--- config.mk ---
export PLATFORM = sky130hd
export DESIGN_NAME = padoi_converter_flat
export DESIGN_NICKNAME = d
export VERILOG_FILES = /design/src/padoi_pkg.sv /design/src/padoi_if.sv /design/src/padoi_converter.sv /design/src/flat_wrapper.sv
export SDC_FILE = /design/constraint.sdc
export NUM_CORES = 1
export LEC_CHECK = 0
export ABC_CLOCK_PERIOD_IN_PS = 7600
export BUFFER_PORTS_ARGS = -buffer_cell sky130_fd_sc_hd__buf_2
export CORE_AREA = 2 2 79 81
export DETAILED_ROUTE_END_ITERATION = 8
export DIE_AREA = 0 0 81 83
export GPL_TIMING_DRIVEN = 0
export PLACE_DENSITY = 0.78
export SLEW_MARGIN = 10
export SYNTH_ARGS = -nofsm -noshare
export SYNTH_HDL_FRONTEND = slang
export SYNTH_SLANG_ARGS = --single-unit
--- constraint.sdc ---
create_clock -name CLK -period 7.6 [get_ports CLK]
set_input_delay 1.52 -clock CLK [delete_from_list [all_inputs] [get_ports CLK]]
set_output_delay 1.52 -clock CLK [all_outputs]
set_load 0.02 [all_outputs]
--- src/padoi_pkg.sv ---
// Purpose: Shared constants for the converter output interface and its capture end.
// Assumes: One convert clock CLK, synchronous active-low reset NRST.
// Notes: Codes are straight offset binary.
package padoi_pkg;
   localparam int WIDTH = 8;
   localparam int STAGES = 7;
   localparam int LATENCY = 5;
   localparam logic [7:0] CODE_FS_POS = 8'hff;
   localparam logic [7:0] CODE_MID = 8'h80;
   localparam logic [7:0] CODE_FS_NEG = 8'h00;
   localparam logic [7:0] CODE_ZERO = 8'h00;
   localparam logic [2:0] CNT_ZERO = 3'h0;
   localparam logic [2:0] CNT_ONE = 3'h1;
   localparam logic [2:0] CNT_LAT = 3'h5;
   localparam logic [1:0] STAGE_ZERO = 2'h0;
endpackage

--- src/padoi_if.sv ---
// Purpose: Pins between the converter and its capture logic.
// Assumes: Data pins are three-state; the enable marks driving.
// Notes: Pull-downs on the enable and power-down pins are modelled as defaults.
`timescale 1ns/1ps
interface padoi_if;
   logic [7:0] data_o;
   logic data_oe;
   logic oe_n;
   logic pwrdn;
   modport converter (output data_o, output data_oe, input oe_n, input pwrdn);
   modport capture (input data_o, input data_oe, output oe_n, output pwrdn);
endinterface

--- src/padoi_converter.sv ---
// Purpose: Digital side of an 8-bit pipelined converter: pipeline, coding, output drive.
// Assumes: The quantised input arrives each clock as an unsigned offset binary code.
// Notes: Seven stages of two bits with one redundant bit, aligned and corrected.
`timescale 1ns/1ps
module padoi_converter (
   // Clock and reset.
   input wire logic CLK,
   input wire logic NRST,
   // Sampled analog value in code form.
   input wire logic [7:0] ANALOG_CODE,
   // Output pins.
   padoi_if.converter pins
);
   // Input sample and the residues handed between pipeline steps.
   logic [7:0] samp_reg;
   logic [8:0] res0;
   logic [8:0] res1;
   logic [8:0] res2;
   logic [8:0] res3_next;
   logic [8:0] res3_reg;
   logic [8:0] res4;
   logic [8:0] res5_next;
   logic [8:0] res5_reg;
   logic [8:0] res6;
   logic [8:0] res7_next;
   logic [8:0] res7_reg;
   // Stage digits as they leave their quantisers.
   logic [1:0] dig0_next;
   logic [1:0] dig1_next;
   logic [1:0] dig2_next;
   logic [1:0] dig3_next;
   logic [1:0] dig4_next;
   logic [1:0] dig5_next;
   logic [1:0] dig6_next;
   // Delay lines that align earlier digits with later ones.
   logic [1:0] dig0_s1_reg;
   logic [1:0] dig1_s1_reg;
   logic [1:0] dig2_s1_reg;
   logic [1:0] dig0_s2_reg;
   logic [1:0] dig1_s2_reg;
   logic [1:0] dig2_s2_reg;
   logic [1:0] dig3_s2_reg;
   logic [1:0] dig4_s2_reg;
   logic [1:0] dig0_s3_reg;
   logic [1:0] dig1_s3_reg;
   logic [1:0] dig2_s3_reg;
   logic [1:0] dig3_s3_reg;
   logic [1:0] dig4_s3_reg;
   logic [1:0] dig5_s3_reg;
   logic [1:0] dig6_s3_reg;
   // Weighted terms, their sum and the corrected word.
   logic [9:0] term0;
   logic [9:0] term1;
   logic [9:0] term2;
   logic [9:0] term3;
   logic [9:0] term4;
   logic [9:0] term5;
   logic [9:0] term6;
   logic [9:0] code_sum;
   logic [7:0] corrected;
   logic [7:0] out_reg;
   // Pin levels seen through the modelled pull-downs.
   logic pd_in;
   logic oe_in;

   // Undriven pulled-down pins read as low.
   assign pd_in = (pins.pwrdn === 1'b1);
   assign oe_in = (pins.oe_n === 1'b1);

   // Stage weights halve from the first stage to the last.
   function automatic logic [8:0] padoi_weight(input int k);
      padoi_weight = 9'(1 << (padoi_pkg::STAGES - 1 - k));
   endfunction

   // Error correction saturates the digit sum to the eight-bit range.
   function automatic logic [7:0] padoi_correct(input logic [9:0] total);
      padoi_correct = (total > 10'h0ff) ? padoi_pkg::CODE_FS_POS : total[7:0];
   endfunction

   // Two-bit sub-quantiser with one overlapping code for redundancy.
   function automatic logic [1:0] padoi_stage(input logic [8:0] r, input int k);
      logic [8:0] w;
      w = padoi_weight(k);
      padoi_stage = (r >= 9'(w << 1)) ? 2'h2 : ((r >= w) ? 2'h1 : padoi_pkg::STAGE_ZERO);
   endfunction

   // Residue left for the next stage once a digit is taken out.
   function automatic logic [8:0] padoi_resid(input logic [8:0] r, input logic [1:0] d, input int k);
      padoi_resid = r - 9'(d * padoi_weight(k));
   endfunction

   // Weighted value of one digit at the width of the sum.
   function automatic logic [9:0] padoi_term(input logic [1:0] d, input int k);
      padoi_term = 10'(d * padoi_weight(k));
   endfunction

   // First step: stages zero to two work on the held sample.
   assign res0 = {1'b0, samp_reg};
   assign dig0_next = padoi_stage(res0, 0);
   assign res1 = padoi_resid(res0, dig0_next, 0);
   assign dig1_next = padoi_stage(res1, 1);
   assign res2 = padoi_resid(res1, dig1_next, 1);
   assign dig2_next = padoi_stage(res2, 2);
   assign res3_next = padoi_resid(res2, dig2_next, 2);

   // Second step: stages three and four.
   assign dig3_next = padoi_stage(res3_reg, 3);
   assign res4 = padoi_resid(res3_reg, dig3_next, 3);
   assign dig4_next = padoi_stage(res4, 4);
   assign res5_next = padoi_resid(res4, dig4_next, 4);

   // Third step: stages five and six.
   assign dig5_next = padoi_stage(res5_reg, 5);
   assign res6 = padoi_resid(res5_reg, dig5_next, 5);
   assign dig6_next = padoi_stage(res6, 6);
   assign res7_next = padoi_resid(res6, dig6_next, 6);

   // Correction adds the aligned digit weights and the final residue.
   assign term0 = padoi_term(dig0_s3_reg, 0);
   assign term1 = padoi_term(dig1_s3_reg, 1);
   assign term2 = padoi_term(dig2_s3_reg, 2);
   assign term3 = padoi_term(dig3_s3_reg, 3);
   assign term4 = padoi_term(dig4_s3_reg, 4);
   assign term5 = padoi_term(dig5_s3_reg, 5);
   assign term6 = padoi_term(dig6_s3_reg, 6);
   assign code_sum = term0 + term1 + term2 + term3
                     + term4 + term5 + term6 + {1'b0, res7_reg};
   assign corrected = padoi_correct(code_sum);

   // Sample register: conversion starts on the clock edge.
   always_ff @(posedge CLK) begin
      if (!NRST) begin
         samp_reg <= padoi_pkg::CODE_MID;
      end else begin
         samp_reg <= ANALOG_CODE;
      end
   end

   // First step registers.
   always_ff @(posedge CLK) begin
      if (!NRST) begin
         res3_reg <= {1'b0, padoi_pkg::CODE_MID};
         dig0_s1_reg <= padoi_pkg::STAGE_ZERO;
         dig1_s1_reg <= padoi_pkg::STAGE_ZERO;
         dig2_s1_reg <= padoi_pkg::STAGE_ZERO;
      end else begin
         res3_reg <= res3_next;
         dig0_s1_reg <= dig0_next;
         dig1_s1_reg <= dig1_next;
         dig2_s1_reg <= dig2_next;
      end
   end

   // Second step registers.
   always_ff @(posedge CLK) begin
      if (!NRST) begin
         res5_reg <= {1'b0, padoi_pkg::CODE_MID};
         dig0_s2_reg <= padoi_pkg::STAGE_ZERO;
         dig1_s2_reg <= padoi_pkg::STAGE_ZERO;
         dig2_s2_reg <= padoi_pkg::STAGE_ZERO;
         dig3_s2_reg <= padoi_pkg::STAGE_ZERO;
         dig4_s2_reg <= padoi_pkg::STAGE_ZERO;
      end else begin
         res5_reg <= res5_next;
         dig0_s2_reg <= dig0_s1_reg;
         dig1_s2_reg <= dig1_s1_reg;
         dig2_s2_reg <= dig2_s1_reg;
         dig3_s2_reg <= dig3_next;
         dig4_s2_reg <= dig4_next;
      end
   end

   // Third step registers.
   always_ff @(posedge CLK) begin
      if (!NRST) begin
         res7_reg <= {1'b0, padoi_pkg::CODE_MID};
         dig0_s3_reg <= padoi_pkg::STAGE_ZERO;
         dig1_s3_reg <= padoi_pkg::STAGE_ZERO;
         dig2_s3_reg <= padoi_pkg::STAGE_ZERO;
         dig3_s3_reg <= padoi_pkg::STAGE_ZERO;
         dig4_s3_reg <= padoi_pkg::STAGE_ZERO;
         dig5_s3_reg <= padoi_pkg::STAGE_ZERO;
         dig6_s3_reg <= padoi_pkg::STAGE_ZERO;
      end else begin
         res7_reg <= res7_next;
         dig0_s3_reg <= dig0_s2_reg;
         dig1_s3_reg <= dig1_s2_reg;
         dig2_s3_reg <= dig2_s2_reg;
         dig3_s3_reg <= dig3_s2_reg;
         dig4_s3_reg <= dig4_s2_reg;
         dig5_s3_reg <= dig5_next;
         dig6_s3_reg <= dig6_next;
      end
   end

   // Output register: fourth edge after the sample edge, cleared in power-down.
   always_ff @(posedge CLK) begin
      if (!NRST) begin
         out_reg <= padoi_pkg::CODE_MID;
      end else begin
         out_reg <= pd_in ? padoi_pkg::CODE_ZERO : corrected;
      end
   end

   assign pins.data_o = out_reg;
   assign pins.data_oe = !oe_in && !pd_in;
endmodule

--- src/flat_wrapper.sv ---
// flat-port wrapper written by rule: the top's interface ports become plain ports
module padoi_converter_flat 
  (CLK, NRST, ANALOG_CODE, pins_data_o, pins_data_oe, pins_oe_n, pins_pwrdn);
  padoi_if pins_i ();
  input wire logic CLK;
  input wire logic NRST;
  input wire logic [7:0] ANALOG_CODE;
  output wire logic [$bits(pins_i.data_o)-1:0] pins_data_o;
  output wire logic [$bits(pins_i.data_oe)-1:0] pins_data_oe;
  input wire logic [$bits(pins_i.oe_n)-1:0] pins_oe_n;
  input wire logic [$bits(pins_i.pwrdn)-1:0] pins_pwrdn;
  assign pins_data_o = pins_i.data_o;
  assign pins_data_oe = pins_i.data_oe;
  assign pins_i.oe_n = pins_oe_n;
  assign pins_i.pwrdn = pins_pwrdn;
  padoi_converter u_core (.CLK(CLK), .NRST(NRST), .ANALOG_CODE(ANALOG_CODE), .pins(pins_i));
endmodule
# --- Word-level counts from Yosys, hierarchy flattened ---
# Index checks and enable logic that the tools add are counted.
classes:
  mux: 16
  eq_ne: 2
  n_addsub: 14
  n_lt_le_gt_ge: 15
  bitwise_logic: 1
  reduce_logical: 4
ops:
  columns: ["op", "n"]
  rows:
  - ["greater-or-equal comparator 9 x 2 -> 1 bit, second input constant", 2]
  - ["greater-or-equal comparator 9 x 3 -> 1 bit, second input constant", 2]
  - ["greater-or-equal comparator 9 x 4 -> 1 bit, second input constant", 2]
  - ["greater-or-equal comparator 9 x 5 -> 1 bit, second input constant", 2]
  - ["greater-or-equal comparator 9 x 6 -> 1 bit, second input constant", 2]
  - ["two-way mux 8 bit", 2]
  - ["two-way mux 2 bit", 7]
  - ["adder 10 x 2 -> 10 bit", 1]
  - ["adder 10 x 3 -> 10 bit", 1]
  - ["adder 10 x 4 -> 10 bit", 1]
  - ["adder 10 x 5 -> 10 bit", 1]
  - ["adder 10 x 6 -> 10 bit", 1]
  - ["adder 10 x 9 -> 10 bit", 1]
  - ["> comparator 10 x 8 -> 1 bit, second input constant", 1]
  - ["adder 8 x 7 -> 9 bit", 1]
  - ["greater-or-equal comparator 9 x 1 -> 1 bit, second input constant", 1]
  - ["greater-or-equal comparator 9 x 7 -> 1 bit, second input constant", 1]
  - ["subtractor 8 x 8 -> 9 bit", 1]
  - ["subtractor 9 x 2 -> 9 bit", 1]
  - ["subtractor 9 x 3 -> 9 bit", 1]
  - ["subtractor 9 x 4 -> 9 bit", 1]
  - ["subtractor 9 x 5 -> 9 bit", 1]
  - ["subtractor 9 x 6 -> 9 bit", 1]
  - ["subtractor 9 x 7 -> 9 bit", 1]
  - ["8 further kinds", 16]
totals:
  output_inout_bits: 9
  in_bits: 12
  regBits: 73
  elab_cells: 73

# --- Longest topological paths before layout ---
# Gate-level depths: netlist (run 1).
depth:
  depth_word: 12
  depth_mapped: 20
  depth_no_buf: 20

# --- Least setup slack after synthesis (run 1) ---
# Ideal clock, no wire load.
synth_timing:
  path_type: "register -> register"
  start: "reg u_core.res3_reg[5]"
  end: "reg u_core.res5_reg[8]"
  required_ps: 7530
  n_path_buf: 1
  synth_period_minus_slack_ps: 4356
  t_arrival_ps: 4286
  setup_slack_ps: 3244
  setup_ps: 70
  path_stages_with_launch: 17
  cell_sequence: "dfxtp_1 clkbuf_1 or3_1 nor3_1 inv_1 fa_1 or4b_1 a211oi_2 o21a_1 ha_1 fa_1 nand2_2 or2_4 maj3_2 o22a_1 or3_1 a21boi_1"
synth_between:
  elab_cells_between_ends: 10
  classes_between: "2 x add/sub; 4 x order compare; 4 x mux"
synth_lines:
  columns: ["item", "line_no", "rtl"]
  rows:
  - ["start: declaration", "padoi_converter.sv:20", "logic [8:0] res3_reg;"]
  - ["start signal: assignment", "padoi_converter.sv:142", "res3_reg <= {1'b0, padoi_pkg::CODE_MID};"]
  - ["start signal: assignment", "padoi_converter.sv:147", "res3_reg <= res3_next;"]
  - ["greater-or-equal comparator 9 x 5 -> 1 bit *", "padoi_converter.sv:84", "padoi_stage = (r >= 9'(w << 1)) ? 2'h2 : ((r >= w) ? 2'h1 : padoi_pkg::STAGE_ZERO);"]
  - ["two-way mux 2 bit *", "padoi_converter.sv:84", null]
  - ["named net u_core.dig3_next[1]", "padoi_converter.sv:31", "logic [1:0] dig3_next;"]
  - ["subtractor 9 x 5 -> 9 bit *", "padoi_converter.sv:89", "padoi_resid = r - 9'(d * padoi_weight(k));"]
  - ["greater-or-equal comparator 9 x 3 -> 1 bit", "padoi_converter.sv:84", null]
  - ["two-way mux 1 bit", "padoi_converter.sv:84", null]
  - ["two-way mux 2 bit *", "padoi_converter.sv:84", null]
  - ["named net u_core.dig4_next[0]", "padoi_converter.sv:32", "logic [1:0] dig4_next;"]
  - ["subtractor 9 x 4 -> 9 bit *", "padoi_converter.sv:89", null]
  - ["end signal: assignment", "padoi_converter.sv:157", "res5_reg <= {1'b0, padoi_pkg::CODE_MID};"]
  - ["end signal: assignment", "padoi_converter.sv:164", "res5_reg <= res5_next;"]
  - ["end: declaration", "padoi_converter.sv:23", "logic [8:0] res5_reg;"]
# The timed path passes the listed nets; every way through them passes the cells marked *.
# A chain may end at the register's enable or synchronous reset.

# --- Worst setup path after layout (run 1) ---
layout_timing:
  start: "reg u_core.res5_reg[7]"
  end: "reg u_core.res7_reg[8]"
layout_between:
  elab_cells_between_ends: 10
  classes_between: "2 x add/sub; 4 x order compare; 4 x mux"
layout_lines:
  columns: ["item", "line_no", "rtl"]
  rows:
  - ["greater-or-equal comparator 9 x 3 -> 1 bit *", "padoi_converter.sv:84", null]
  - ["two-way mux 2 bit *", "padoi_converter.sv:84", null]
  - ["named net u_core.dig5_next[1]", "padoi_converter.sv:33", "logic [1:0] dig5_next;"]
  - ["subtractor 9 x 3 -> 9 bit *", "padoi_converter.sv:89", null]
  - ["greater-or-equal comparator 9 x 1 -> 1 bit", "padoi_converter.sv:84", null]
  - ["two-way mux 1 bit", "padoi_converter.sv:84", null]
  - ["two-way mux 2 bit *", "padoi_converter.sv:84", null]
  - ["named net u_core.dig6_next[0]", "padoi_converter.sv:34", "logic [1:0] dig6_next;"]
  - ["subtractor 9 x 2 -> 9 bit *", "padoi_converter.sv:89", null]
  - ["end signal: assignment", "padoi_converter.sv:176", "res7_reg <= {1'b0, padoi_pkg::CODE_MID};"]
  - ["end signal: assignment", "padoi_converter.sv:185", "res7_reg <= res7_next;"]
  - ["end: declaration", "padoi_converter.sv:26", "logic [8:0] res7_reg;"]
# Marked as above.

==> results by group, run 1 <==
Logic synthesis
  • Synthesized area: 3470 µm²
  • Count of cell types in the netlist: 50
  • Synth Area per Inst: 10.0 µm²
  • Asr flop ratio synth: 0%
  • Post-synthesis register bit count: 73
  • Top cell type's share of synthesized area: 42.2%
  • Main synth FF type: dfxtp_1
  • Post-Synthesis Cells: 345
  • EDFF count, synth: 0
  • Synth top area cells: dfxtp_1, ha_1, fa_1
  • Dominant cell type by area after synthesis: dfxtp_1
  • Synth warnings: 0
  • Sequential area share after synthesis: 42.2%

Clocking
  • TritonCTS clock tree: built
  • Sink Count: 73
  • Hold_buf cts: 0
  • Skew-Pair Late Insertion Delay: 340 ps
  • PostCTS Resize Cnt: 0
  • Root Driver: clkbuf_8
  • H-tree Lvls: 3
  • Clock transition at path regs: 70 ps
  • Postcts setup bufs: 0
  • CTS buffer count: 9
  • CTS max path bufs: 2

Worst hold path
  • Hold crit path type: reg2reg
  • HP Start: u_core.res3_reg[0]
  • Hold EP: u_core.res5_reg[0]
  • WHS Path Cells: 1

Critical path
  • CP max FO: 9
  • CP Capture Type: register
  • CP Launch Type: register
  • Crit path largest cell delay: 550 ps
  • CP Class: reg2reg
  • Worst reg2reg setup slack: 2510 ps
  • Crit-path slowest cell: nor4_1
  • Reg-to-reg startpoint: u_core.res5_reg[7]
  • RR Endpoint: u_core.res7_reg[8]
  • Chain of cells forming the critical path: nor3_1 -> nand2_1 -> nor4_1 -> inv_1 -> nor2_1 -> ha_1 -> fa_1 -> clkbuf_1 -> nand3b_1 -> o31a_1 -> nor3_1 -> and2_1 -> ha_1 -> fa_1 -> nand2_1 -> or2_1 -> maj3_1 -> o22ai_1 -> a21oi_1 -> o21a_1
  • R2R cell count: 20
  • CP required: 7830 ps
  • Arr. time, crit path: 5320 ps

STA
  • Clk_skew: 7.69 ps
  • Fmax: 197 MHz
  • Fin crit period: 5090 ps
  • Max_slew headroom: 53.2%
  • Ratio of final minimum period to clock period: 66.9%
  • Setup violations, final: 0
  • Worst-margin pin slew: 695 ps
  • Final hold slack: 429 ps
  • Final Hold Fails: 0
  • RSZ-0062 raised after global routing: false
  • Max-slew violations: 0
  • Post-route setup TNS: 0 ps

Floorplanning
  • Core Rows: 28
  • Initial Utilization: 59.6%
  • Chip Height: 83 µm
  • Die footprint: 6720 µm²
  • Top Ports: 21
  • CORE AREA: 5820 µm²
  • Die outline width: 81 µm

Power and ir drop
  • Sw Share: 29.4%
  • Power share of the sequential group: 42.9%
  • Pwr Density: 264 nW/µm²
  • Sw Pwr: 302 µW
  • Leakage power: 0.00174 µW
  • Clock share of power: 32.1%
  • P_int: 724 µW
  • VDD IR max: 162 µV
  • Combinational fraction of design power: 25.0%

Final layout
  • Area Overhead vs Synth: 12.0%
  • Diodes inserted: 0
  • Fillers: 484
  • Share of layout cells above drive strength 1: 12.3%
  • Fin nets: 428

Drt
  • WL per Instance: 12.5 µm
  • Via density: 5.19
  • DRT Pass-1 Iters: 4
  • Iter 0 DRT Violations: 91
  • Post-route DRC: 0
  • Post-DRT Antenna Nets: 0
  • Via count: 2,371
  • Total Wirelength: 5.73 mm

Flow run
  • Max cap viols: 0

Global routing
  • Vias in the first global route: 2,388
  • First-pass GRT wire length: 10.1 mm
  • Largest net degree at the start of global routing: 14
  • GRT overflow: 0
  • All-Layer GR Usage: 19.3%
  • Initial antenna violation count: 0

Placement
  • HPWL after detailed placement: 4.18 mm
  • Global placement routability congestion: 0.883
  • I/O Buffers: 20

Status
  • Status: finished clean
## metrics by stage
| step | util [%] | setup WS (ps) | total power (µW) | area, µm² | cells |
|---|---|---|---|---|---|
| floorplan | - | 3240 | 650 | 3470 | 346 |
| global placement | 63.0 | 2760 | 694 | 3660 | 441 |
| detailed placement | 63.0 | 2660 | 703 | 3660 | 441 |
| CTS | 66.8 | 2570 | 1030 | 3880 | 457 |
| global route | 66.8 | 1950 | 1090 | 3880 | 457 |
| finish | 66.8 | 2510 | 1030 | 3880 | 457 |
## power by group through the flow
stage	combinational, µW	sequential (µW)	clock [µW]
floorplan	197	453	0
global placement	247	447	0
detailed placement	255	448	0
CTS	257	440	336
global route	291	444	353
finish	257	440	329
## worst max-delay path, delay by kind of cell, from the launching register on
kind	cells	cell delay (ps)
AOI/OAI and AO/OA	4	780
adders and majority gates	5	1110
buffers and inverters	2	500
DFF	1	330
and+or+nand+nor	9	2240
## worst max-delay path by stage
stage / startpoint / to / slack, ps
finish: u_core.res5_reg[7] / u_core.res7_reg[8] / 2510
global route: u_core.res5_reg[7] / u_core.res7_reg[8] / 1950
CTS: u_core.res5_reg[7] / u_core.res7_reg[8] / 2570
detailed placement: u_core.res3_reg[5] / u_core.res5_reg[8] / 2660
global placement: u_core.res5_reg[7] / u_core.res7_reg[8] / 2760
floorplan: u_core.res3_reg[5] / u_core.res5_reg[8] / 3240
## cell usage in the layout, fill, tap and decap left out, types with 2 or more instances in the layout
cell,netlist,layout
a31oi_1,2,2
o31ai_1,2,2
nor3_1,5,5
nor2b_1,15,15
clkbuf_1,11,11
o22ai_1,2,2
clkinv_2,0,2
a21oi_1,8,8
mux2i_1,2,2
nor2_1,9,9
and3_1,7,7
xor2_1,6,6
ha_1,27,27
nand2_1,16,16
nand3b_1,3,3
fa_1,12,12
bufinv_16,0,2
xnor2_1,17,17
and2_1,38,38
nand2b_1,6,6
nor3b_1,2,2
or2_2,3,3
o21a_1,10,10
conb_1,1,2
dfxtp_1,73,73
o21ai_0,8,8
buf_2,1,21
inv_1,24,24
a211oi_1,3,3
a21o_1,3,3
nand3_1,5,5
or3_1,2,2
a21boi_0,3,3
clkbuf_8,0,9
clkinv_4,0,2
## cell families (layout without fill, tap and decap cells)
logic type      count (synthesis)  after routing  share of synthesized area (%)
mux                             3              3                          0.902
simple gates                  117            117                           19.5
other cells                     1              2                          0.108
compound gates                 51             51                           10.3
flops                          73             73                           42.2
xor+xnor                       23             23                           5.81
buf+inv                        36             72                           3.93
fa+ha+maj                      41             41                           17.3
## layout make-up
| type | instances | area, µm² | area share (%) |
|---|---|---|---|
| Clock buffer | 9 | 124 | 3.19 |
| Timing Repair Buffer | 20 | 100 | 2.58 |
| Tap cell | 75 | 93.8 | 2.42 |
| Multi-Input combinational cell | 237 | 1870 | 48.2 |
| Sequential cell | 73 | 1460 | 37.6 |
| Clock inverter | 7 | 95.1 | 2.45 |
| Buffer | 12 | 46.3 | 1.19 |
| Inverter | 24 | 90.1 | 2.32 |
## cells in the mapped netlist (3+ instances only)
cell      count
dfxtp_1      73
and2_1       38
ha_1         27
inv_1        24
xnor2_1      17
nand2_1      16
nor2b_1      15
fa_1         12
clkbuf_1     11
o21a_1       10
nor2_1        9
a21oi_1       8
o21ai_0       8
and3_1        7
nand2b_1      6
xor2_1        6
nand3_1       5
nor3_1        5
a211oi_1      3
a21boi_0      3
a21o_1        3
nand3b_1      3
or2_2         3
## layer usage
metal / wire length [µm] / GRT usage, % / vias up
li1: - / - / 1200
met1: 2480 / 21.7 / 1102
met2: 2810 / 34.1 / 55
met3: 299 / 4.89 / 14
met4: 136 / 7.70 / 0
met5: 0 / 0 / -
Power figures use the tool's default switching activity.
==> inputs of run 2 (changes only) <==
- ABC_CLOCK_PERIOD_IN_PS: 7600 -> 4200
- CORE_AREA: 2 2 79 81 -> 2 2 84 86
- DIE_AREA: 0 0 81 83 -> 0 0 86 88
- PLACE_DENSITY: 0.78 -> 0.73
- clock period: 7.6 -> 4.2 ns (I/O delays scaled with it)
==> results by group, run 2 (synthesized netlist as in run 1, its figures left out) <==
Critical path
  • Crit path largest cell delay: 410 ps (was 550 ps)
  • CP Launch Type: register (unchanged)
  • CP Class: reg2reg (unchanged)
  • Arr. time, crit path: 4470 ps (was 5320 ps)
  • CP Capture Type: register (unchanged)
  • CP required: 4480 ps (was 7830 ps)
  • CP dominant cell by count: fa_2
  • CP max FO: 4 (was 9)
  • Chain of cells forming the critical path: or3_4 -> nor3_4 -> inv_2 -> nor2_2 -> ha_2 -> fa_2 -> nor3b_4 -> xnor2_2 -> nand3_2 -> a211oi_4 -> o21a_1 -> ha_4 -> fa_2 -> nand2_4 -> or2_4 -> maj3_2 -> o22a_1 -> or3_1 -> a21boi_1 (was nor3_1 -> nand2_1 -> nor4_1 -> inv_1 -> nor2_1 -> ha_1 -> fa_1 -> clkbuf_1 -> nand3b_1 -> o31a_1 -> nor3_1 -> and2_1 -> ha_1 -> fa_1 -> nand2_1 -> or2_1 -> maj3_1 -> o22ai_1 -> a21oi_1 -> o21a_1)
  • Crit-path slowest cell: or3_4 (was nor4_1)

Global routing
  • First-pass GRT wire length: 10.0 mm (was 10.1 mm)
  • All-Layer GR Usage: 17.4% (was 19.3%)
  • Grt met2 use: 28.7% (was 34.1%)
  • Initial antenna violation count: 0 (unchanged)
  • M3 GR Usage: 4.24% (was 4.89%)
  • Met1 Use GR: 20.8% (was 21.7%)
  • GRT overflow: 0 (unchanged)
  • Grt peak-use layer: met2 (unchanged)
  • Largest net degree at the start of global routing: 13 (was 14)
  • Vias in the first global route: 2,269 (was 2,388)

STA
  • Fmax: 239 MHz (was 197 MHz)
  • Ratio of final minimum period to clock period: 99.7% (was 66.9%)
  • Fin crit period: 4190 ps (was 5090 ps)
  • Final Hold Fails: 0 (unchanged)
  • Max_slew headroom: 63.4% (was 53.2%)
  • Clk_skew: 6.17 ps (was 7.69 ps)
  • Post-route setup TNS: 0 ps (unchanged)
  • RSZ-0062 raised after global routing: true (was false)
  • Max-slew violations: 0 (unchanged)
  • Worst-margin pin slew: 549 ps (was 695 ps)
  • Setup violations, final: 0 (unchanged)

Power and ir drop
  • VDD IR max: 215 µV (was 162 µV)
  • Clock share of power: 28.9% (was 32.1%)
  • Pwr Density: 459 nW/µm² (was 264 nW/µm²)
  • Sw Share: 30.1% (was 29.4%)
  • Leakage power: 0.00186 µW (was 0.00174 µW)
  • Combinational fraction of design power: 29.3% (was 25.0%)
  • P_int: 1350 µW (was 724 µW)
  • Sw Pwr: 580 µW (was 302 µW)
  • Power share of the sequential group: 41.8% (was 42.9%)

Floorplanning
  • Die footprint: 7570 µm² (was 6720 µm²)
  • Initial Utilization: 52.2% (was 59.6%)
  • Die outline width: 86 µm (was 81 µm)
  • Chip Height: 88 µm (was 83 µm)
  • Core Rows: 30 (was 28)
  • CORE AREA: 6640 µm² (was 5820 µm²)
  • Top Ports: 21 (unchanged)

Final layout
  • Most frequent cells in the layout: dfxtp_1, and2_1, inv_1, ha_1, buf_2 (was dfxtp_1, and2_1, ha_1)
  • Fin nets: 445 (was 428)
  • Fin area: 4190 µm² (was 3880 µm²)
  • Area Overhead vs Synth: 21.0% (was 12.0%)
  • Share of layout cells above drive strength 1: 24.1% (was 12.3%)
  • Diodes inserted: 0 (unchanged)
  • Commonest non-fill, non-tap cell in the layout: dfxtp_1 (unchanged)
  • Fillers: 528 (was 484)

Placement
  • I/O Buffers: 20 (unchanged)
  • Dpl cell area: 3700 µm² (was 3660 µm²)
  • Global placement routability congestion: 0.811 (was 0.883)
  • HPWL after detailed placement: 4.14 mm (was 4.18 mm)

Flow run
  • Max cap viols: 0 (unchanged)

Drt
  • Via density: 5.07 (was 5.19)
  • Total Wirelength: 6.28 mm (was 5.73 mm)
  • Iter 0 DRT Violations: 113 (was 91)
  • Via count: 2,429 (was 2,371)
  • Post-route DRC: 0 (unchanged)
  • DRT Pass-1 Iters: 4 (unchanged)
  • WL per Instance: 13.1 µm (was 12.5 µm)
  • Post-DRT Antenna Nets: 0 (unchanged)

Worst hold path
  • Hold crit path type: reg2reg (unchanged)

Clocking
  • Sink Count: 73 (unchanged)
  • H-tree Lvls: 3 (unchanged)
  • CTS max path bufs: 2 (unchanged)
  • Skew-Pair Late Insertion Delay: 350 ps (was 340 ps)
  • Root Driver: clkbuf_8 (unchanged)
  • CTS buffer count: 9 (unchanged)
  • Hold_buf cts: 0 (unchanged)
  • TritonCTS clock tree: built (unchanged)
  • Clock transition at path regs: 70 ps (about the same)

Status
  • Status: finished clean (unchanged)
run 2: cell types whose count changed in the layout (fill, tap and decap cells not counted), moves of 3 or more:
cell,delta
fa_1,-4
fa_2,+4
buf_4,+19
nor3_1,-3
ha_2,+3
ha_1,-5
clkbuf_1,-3
run 2: final cells by class:
cell class | instances | area, µm² | share of cell area (%)
buffer | 9 | 35.0 | 0.835
clock buffer | 11 | 151 | 3.61
clock inverter | 5 | 53.8 | 1.28
inverter | 24 | 90.1 | 2.15
multi-input combinational | 237 | 2040 | 48.7
sequential | 73 | 1470 | 35.0
tap | 80 | 100 | 2.39
timing repair buffer | 40 | 254 | 6.06
run 2: routing by layer:
| metal | routed length (µm) | up-vias |
|---|---|---|
| li1 | - | 1238 |
| met1 | 2740 | 1110 |
| met2 | 3030 | 64 |
| met3 | 293 | 17 |
| met4 | 218 | 0 |
| met5 | 0 | - |
run 2: power groups by stage:
| stage | Sequential (µW) | Clock (µW) | Combinational [µW] |
|---|---|---|---|
| finish | 805 | 556 | 564 |
| detailed placement | 812 | 0 | 468 |
| global route | 814 | 591 | 621 |
| floorplan | 821 | 0 | 365 |
| global placement | 809 | 0 | 457 |
| CTS | 800 | 568 | 510 |
run 2: worst paths after layout:
kind / startpoint / endpoint / slack, ps / depth (start not counted)
worst max register to register: u_core.res3_reg[6] / u_core.res5_reg[8] / 10 / 19
worst max-delay path: u_core.res3_reg[6] / u_core.res5_reg[8] / 10 / 19
worst min register to register: u_core.samp_reg[2] / u_core.res3_reg[2] / 430 / 1
worst min-delay path: u_core.samp_reg[2] / u_core.res3_reg[2] / 430 / 1
run 2: what timing repair did:
action,4_1_cts,5_1_grt
pin swaps,10,19
resized for setup,17,21
endpoints found under the setup margin,7,4
setup buffers,9,11
run 2: worst max-delay path: cells and delay by family, from the launching register on:
family / cells / cell delay, ps
AND/OR/NAND/NOR: 8 / 1690
adder cells (fa/ha/maj): 5 / 1150
AO/OA/AOI/OAI: 4 / 670
flip-flops: 1 / 360
XOR/XNOR: 1 / 150
buffers and inverters: 1 / 80
run 2: through the flow:
step           hold WS (ps)  power, µW  cells  setup slack, ps  utilization (%)
2_1_floorplan           406       1190    346             11.0                -
3_3_place_gp            408       1270    446             -679             55.6
3_5_place_dp            410       1280    446             -855             55.6
4_1_cts                 428       1880    469            0.222             60.6
5_1_grt                 447       2030    479             -185             63.1
6_report                428       1920    479             10.9             63.1
==> inputs of run 3 (changes only) <==
- ABC_CLOCK_PERIOD_IN_PS: 4200 -> 3400
- clock period: 4.2 -> 3.4 ns (I/O delays scaled with it)
==> results by group, run 3 (synthesized netlist as in run 1, its figures left out) <==
Status
  • Status: complete, but fails checks (was finished clean)
  • Failing checks: negative setup slack

Drt
  • WL per Instance: 14.7 µm (was 13.1 µm)
  • Via count: 2,651 (was 2,429)
  • Iter 0 DRT Violations: 94 (was 113)
  • Total Wirelength: 7.52 mm (was 6.28 mm)
  • Wl on met1: 3.19 mm (was 2.74 mm)
  • Post-DRT Antenna Nets: 0 (unchanged)
  • DRT Pass-1 Iters: 4 (unchanged)
  • Highest metal used: met4 (unchanged)
  • Met3 routed WL: 230 µm (was 293 µm)
  • WL met2: 3.88 mm (was 3.03 mm)
  • Post-route DRC: 0 (unchanged)
  • Via density: 5.20 (was 5.07)

Global routing
  • GRT overflow: 0 (unchanged)
  • Largest net degree at the start of global routing: 14 (was 13)
  • Vias in the first global route: 2,578 (was 2,269)
  • All-Layer GR Usage: 19.6% (was 17.4%)
  • Initial antenna violation count: 0 (unchanged)
  • First-pass GRT wire length: 11.2 mm (was 10.0 mm)

Final layout
  • Commonest non-fill, non-tap cell in the layout: dfxtp_1 (unchanged)
  • Final std cells w/o fill: 510 (was 479)
  • Post-layout util: 69.5% (was 63.1%)
  • Fin nets: 476 (was 445)
  • Multi-input gate area: 2140 µm² (was 2040 µm²)
  • Area Overhead vs Synth: 33.2% (was 21.0%)
  • Share of layout cells above drive strength 1: 34.0% (was 24.1%)
  • Diodes inserted: 0 (unchanged)
  • Most frequent cells in the layout: dfxtp_1, and2_1, buf_4 (was dfxtp_1, and2_1, inv_1, ha_1, buf_2)
  • Fillers: 464 (was 528)
  • FF/Latch Area: 1480 µm² (was 1470 µm²)

STA
  • Worst-margin pin slew: 624 ps (was 549 ps)
  • Final Hold Fails: 0 (unchanged)
  • Max-slew violations: 0 (unchanged)
  • Fmax: 233 MHz (was 239 MHz)
  • Ratio of final minimum period to clock period: 126% (was 99.7%)
  • Setup violations, final: 14 (was 0)
  • Fin crit period: 4290 ps (was 4190 ps)
  • RSZ-0062 raised after global routing: true (unchanged)
  • Max_slew headroom: 58.4% (was 63.4%)
  • Worst setup margin: -894 ps (was 10.9 ps)
  • Clk_skew: 7.38 ps (was 6.17 ps)

Power and ir drop
  • Pwr Density: 575 nW/µm² (was 459 nW/µm²)
  • Leakage power: 0.00206 µW (was 0.00186 µW)
  • VDD IR max: 256 µV (was 215 µV)
  • Final Power: 2660 µW (was 1920 µW)

Placement
  • I/O Buffers: 20 (unchanged)
  • Placed cells: 446 (unchanged)
  • Global placement routability congestion: 0.823 (was 0.811)
  • HPWL after detailed placement: 4.06 mm (was 4.14 mm)

Clocking
  • Sink Count: 73 (unchanged)
  • H-tree Lvls: 3 (unchanged)
  • Root Driver: clkbuf_8 (unchanged)
  • Clock transition at path regs: 80 ps (was 70 ps)
  • TritonCTS clock tree: built (unchanged)
  • CTS buffer count: 9 (unchanged)
  • CTS max path bufs: 2 (unchanged)
  • Skew-Pair Late Insertion Delay: 340 ps (was 350 ps)

Floorplanning
  • Die footprint: 7570 µm² (unchanged)
  • Chip Height: 88 µm (unchanged)
  • Die outline width: 86 µm (unchanged)
  • Core Rows: 30 (unchanged)
  • CORE AREA: 6640 µm² (unchanged)
  • Top Ports: 21 (unchanged)
  • Initial Utilization: 52.2% (unchanged)

Critical path
  • Worst reg2reg setup slack: -890 ps (was 10 ps)
  • CP Capture Type: register (unchanged)
  • Arr. time, crit path: 4570 ps (was 4470 ps)
  • CP Launch Type: register (unchanged)
  • CP Class: reg2reg (unchanged)
  • CP required: 3680 ps (was 4480 ps)
  • CP max FO: 3 (was 4)

Flow run
  • Max cap viols: 0 (unchanged)

Worst hold path
  • Hold crit path type: reg2reg (unchanged)
run 3: cell count changes in the layout (fill, tap and decap cells not counted), sizes merged:
cell      change
clkinv        -2
clkbuf        -2
bufinv        +2
buf          +31
clkinvlp      +2
run 3: stage by stage:
stage	TNS, ps	setup WS [ps]	hold WS [ps]	instance area [µm²]
global route	-7970	-1090	443	4620
detailed placement	-5950	-1040	411	3770
finish	-5970	-894	430	4620
floorplan	-1830	-675	406	3570
global placement	-4940	-939	409	3770
CTS	-4130	-743	433	4400
run 3: final timing paths:
kind | startpoint | end | depth (start not counted)
setup / recovery | u_core.res3_reg[5] | u_core.res5_reg[8] | 19
hold reg to reg | u_core.samp_reg[2] | u_core.res3_reg[2] | 1
setup reg to reg | u_core.res3_reg[5] | u_core.res5_reg[8] | 19
hold / removal | u_core.samp_reg[2] | u_core.res3_reg[2] | 1
run 3: worst max-delay path: stages (launching register included):
cell	delay, ps
dfxtp_4	350
or3_4	400
nor3_4	230
inv_2	90
nor2_2	130
ha_2	210
fa_2	230
nor3b_4	220
xnor2_2	160
nand3_2	120
a211oi_4	260
o21a_1	170
ha_2	200
fa_2	240
nand2_4	70
or2_4	240
maj3_2	300
o22a_1	190
or3_1	320
a21boi_1	120
run 3: final cells by class:
class / count / area share [%]
Inverter: 24 / 2.00
Tap cell: 80 / 2.17
Timing Repair Buffer: 71 / 11.6
Buffer: 9 / 0.758
Sequential cell: 73 / 32.0
Multi-Input combinational cell: 237 / 46.2
Clock inverter: 7 / 2.57
Clock buffer: 9 / 2.68
run 3: routing by layer:
metal / up-vias / global-route usage [%]
met5: - / 0
met4: 0 / 12.7
met3: 17 / 3.11
met2: 59 / 34.2
met1: 1271 / 22.2
li1: 1304 / -
run 3: what timing repair did:
action | CTS | global route
resized for setup | 48 | 22
endpoints found under the setup margin | 13 | 13
setup buffers | 37 | 23
pin swaps | 33 | 31
hold buffers | 0 | 0
run 3: power breakdown:
group          switching [µW]  internal, µW  total [µW]
Sequential               53.9           948        1000
Clock                     325           487         812
Combinational             415           426         841
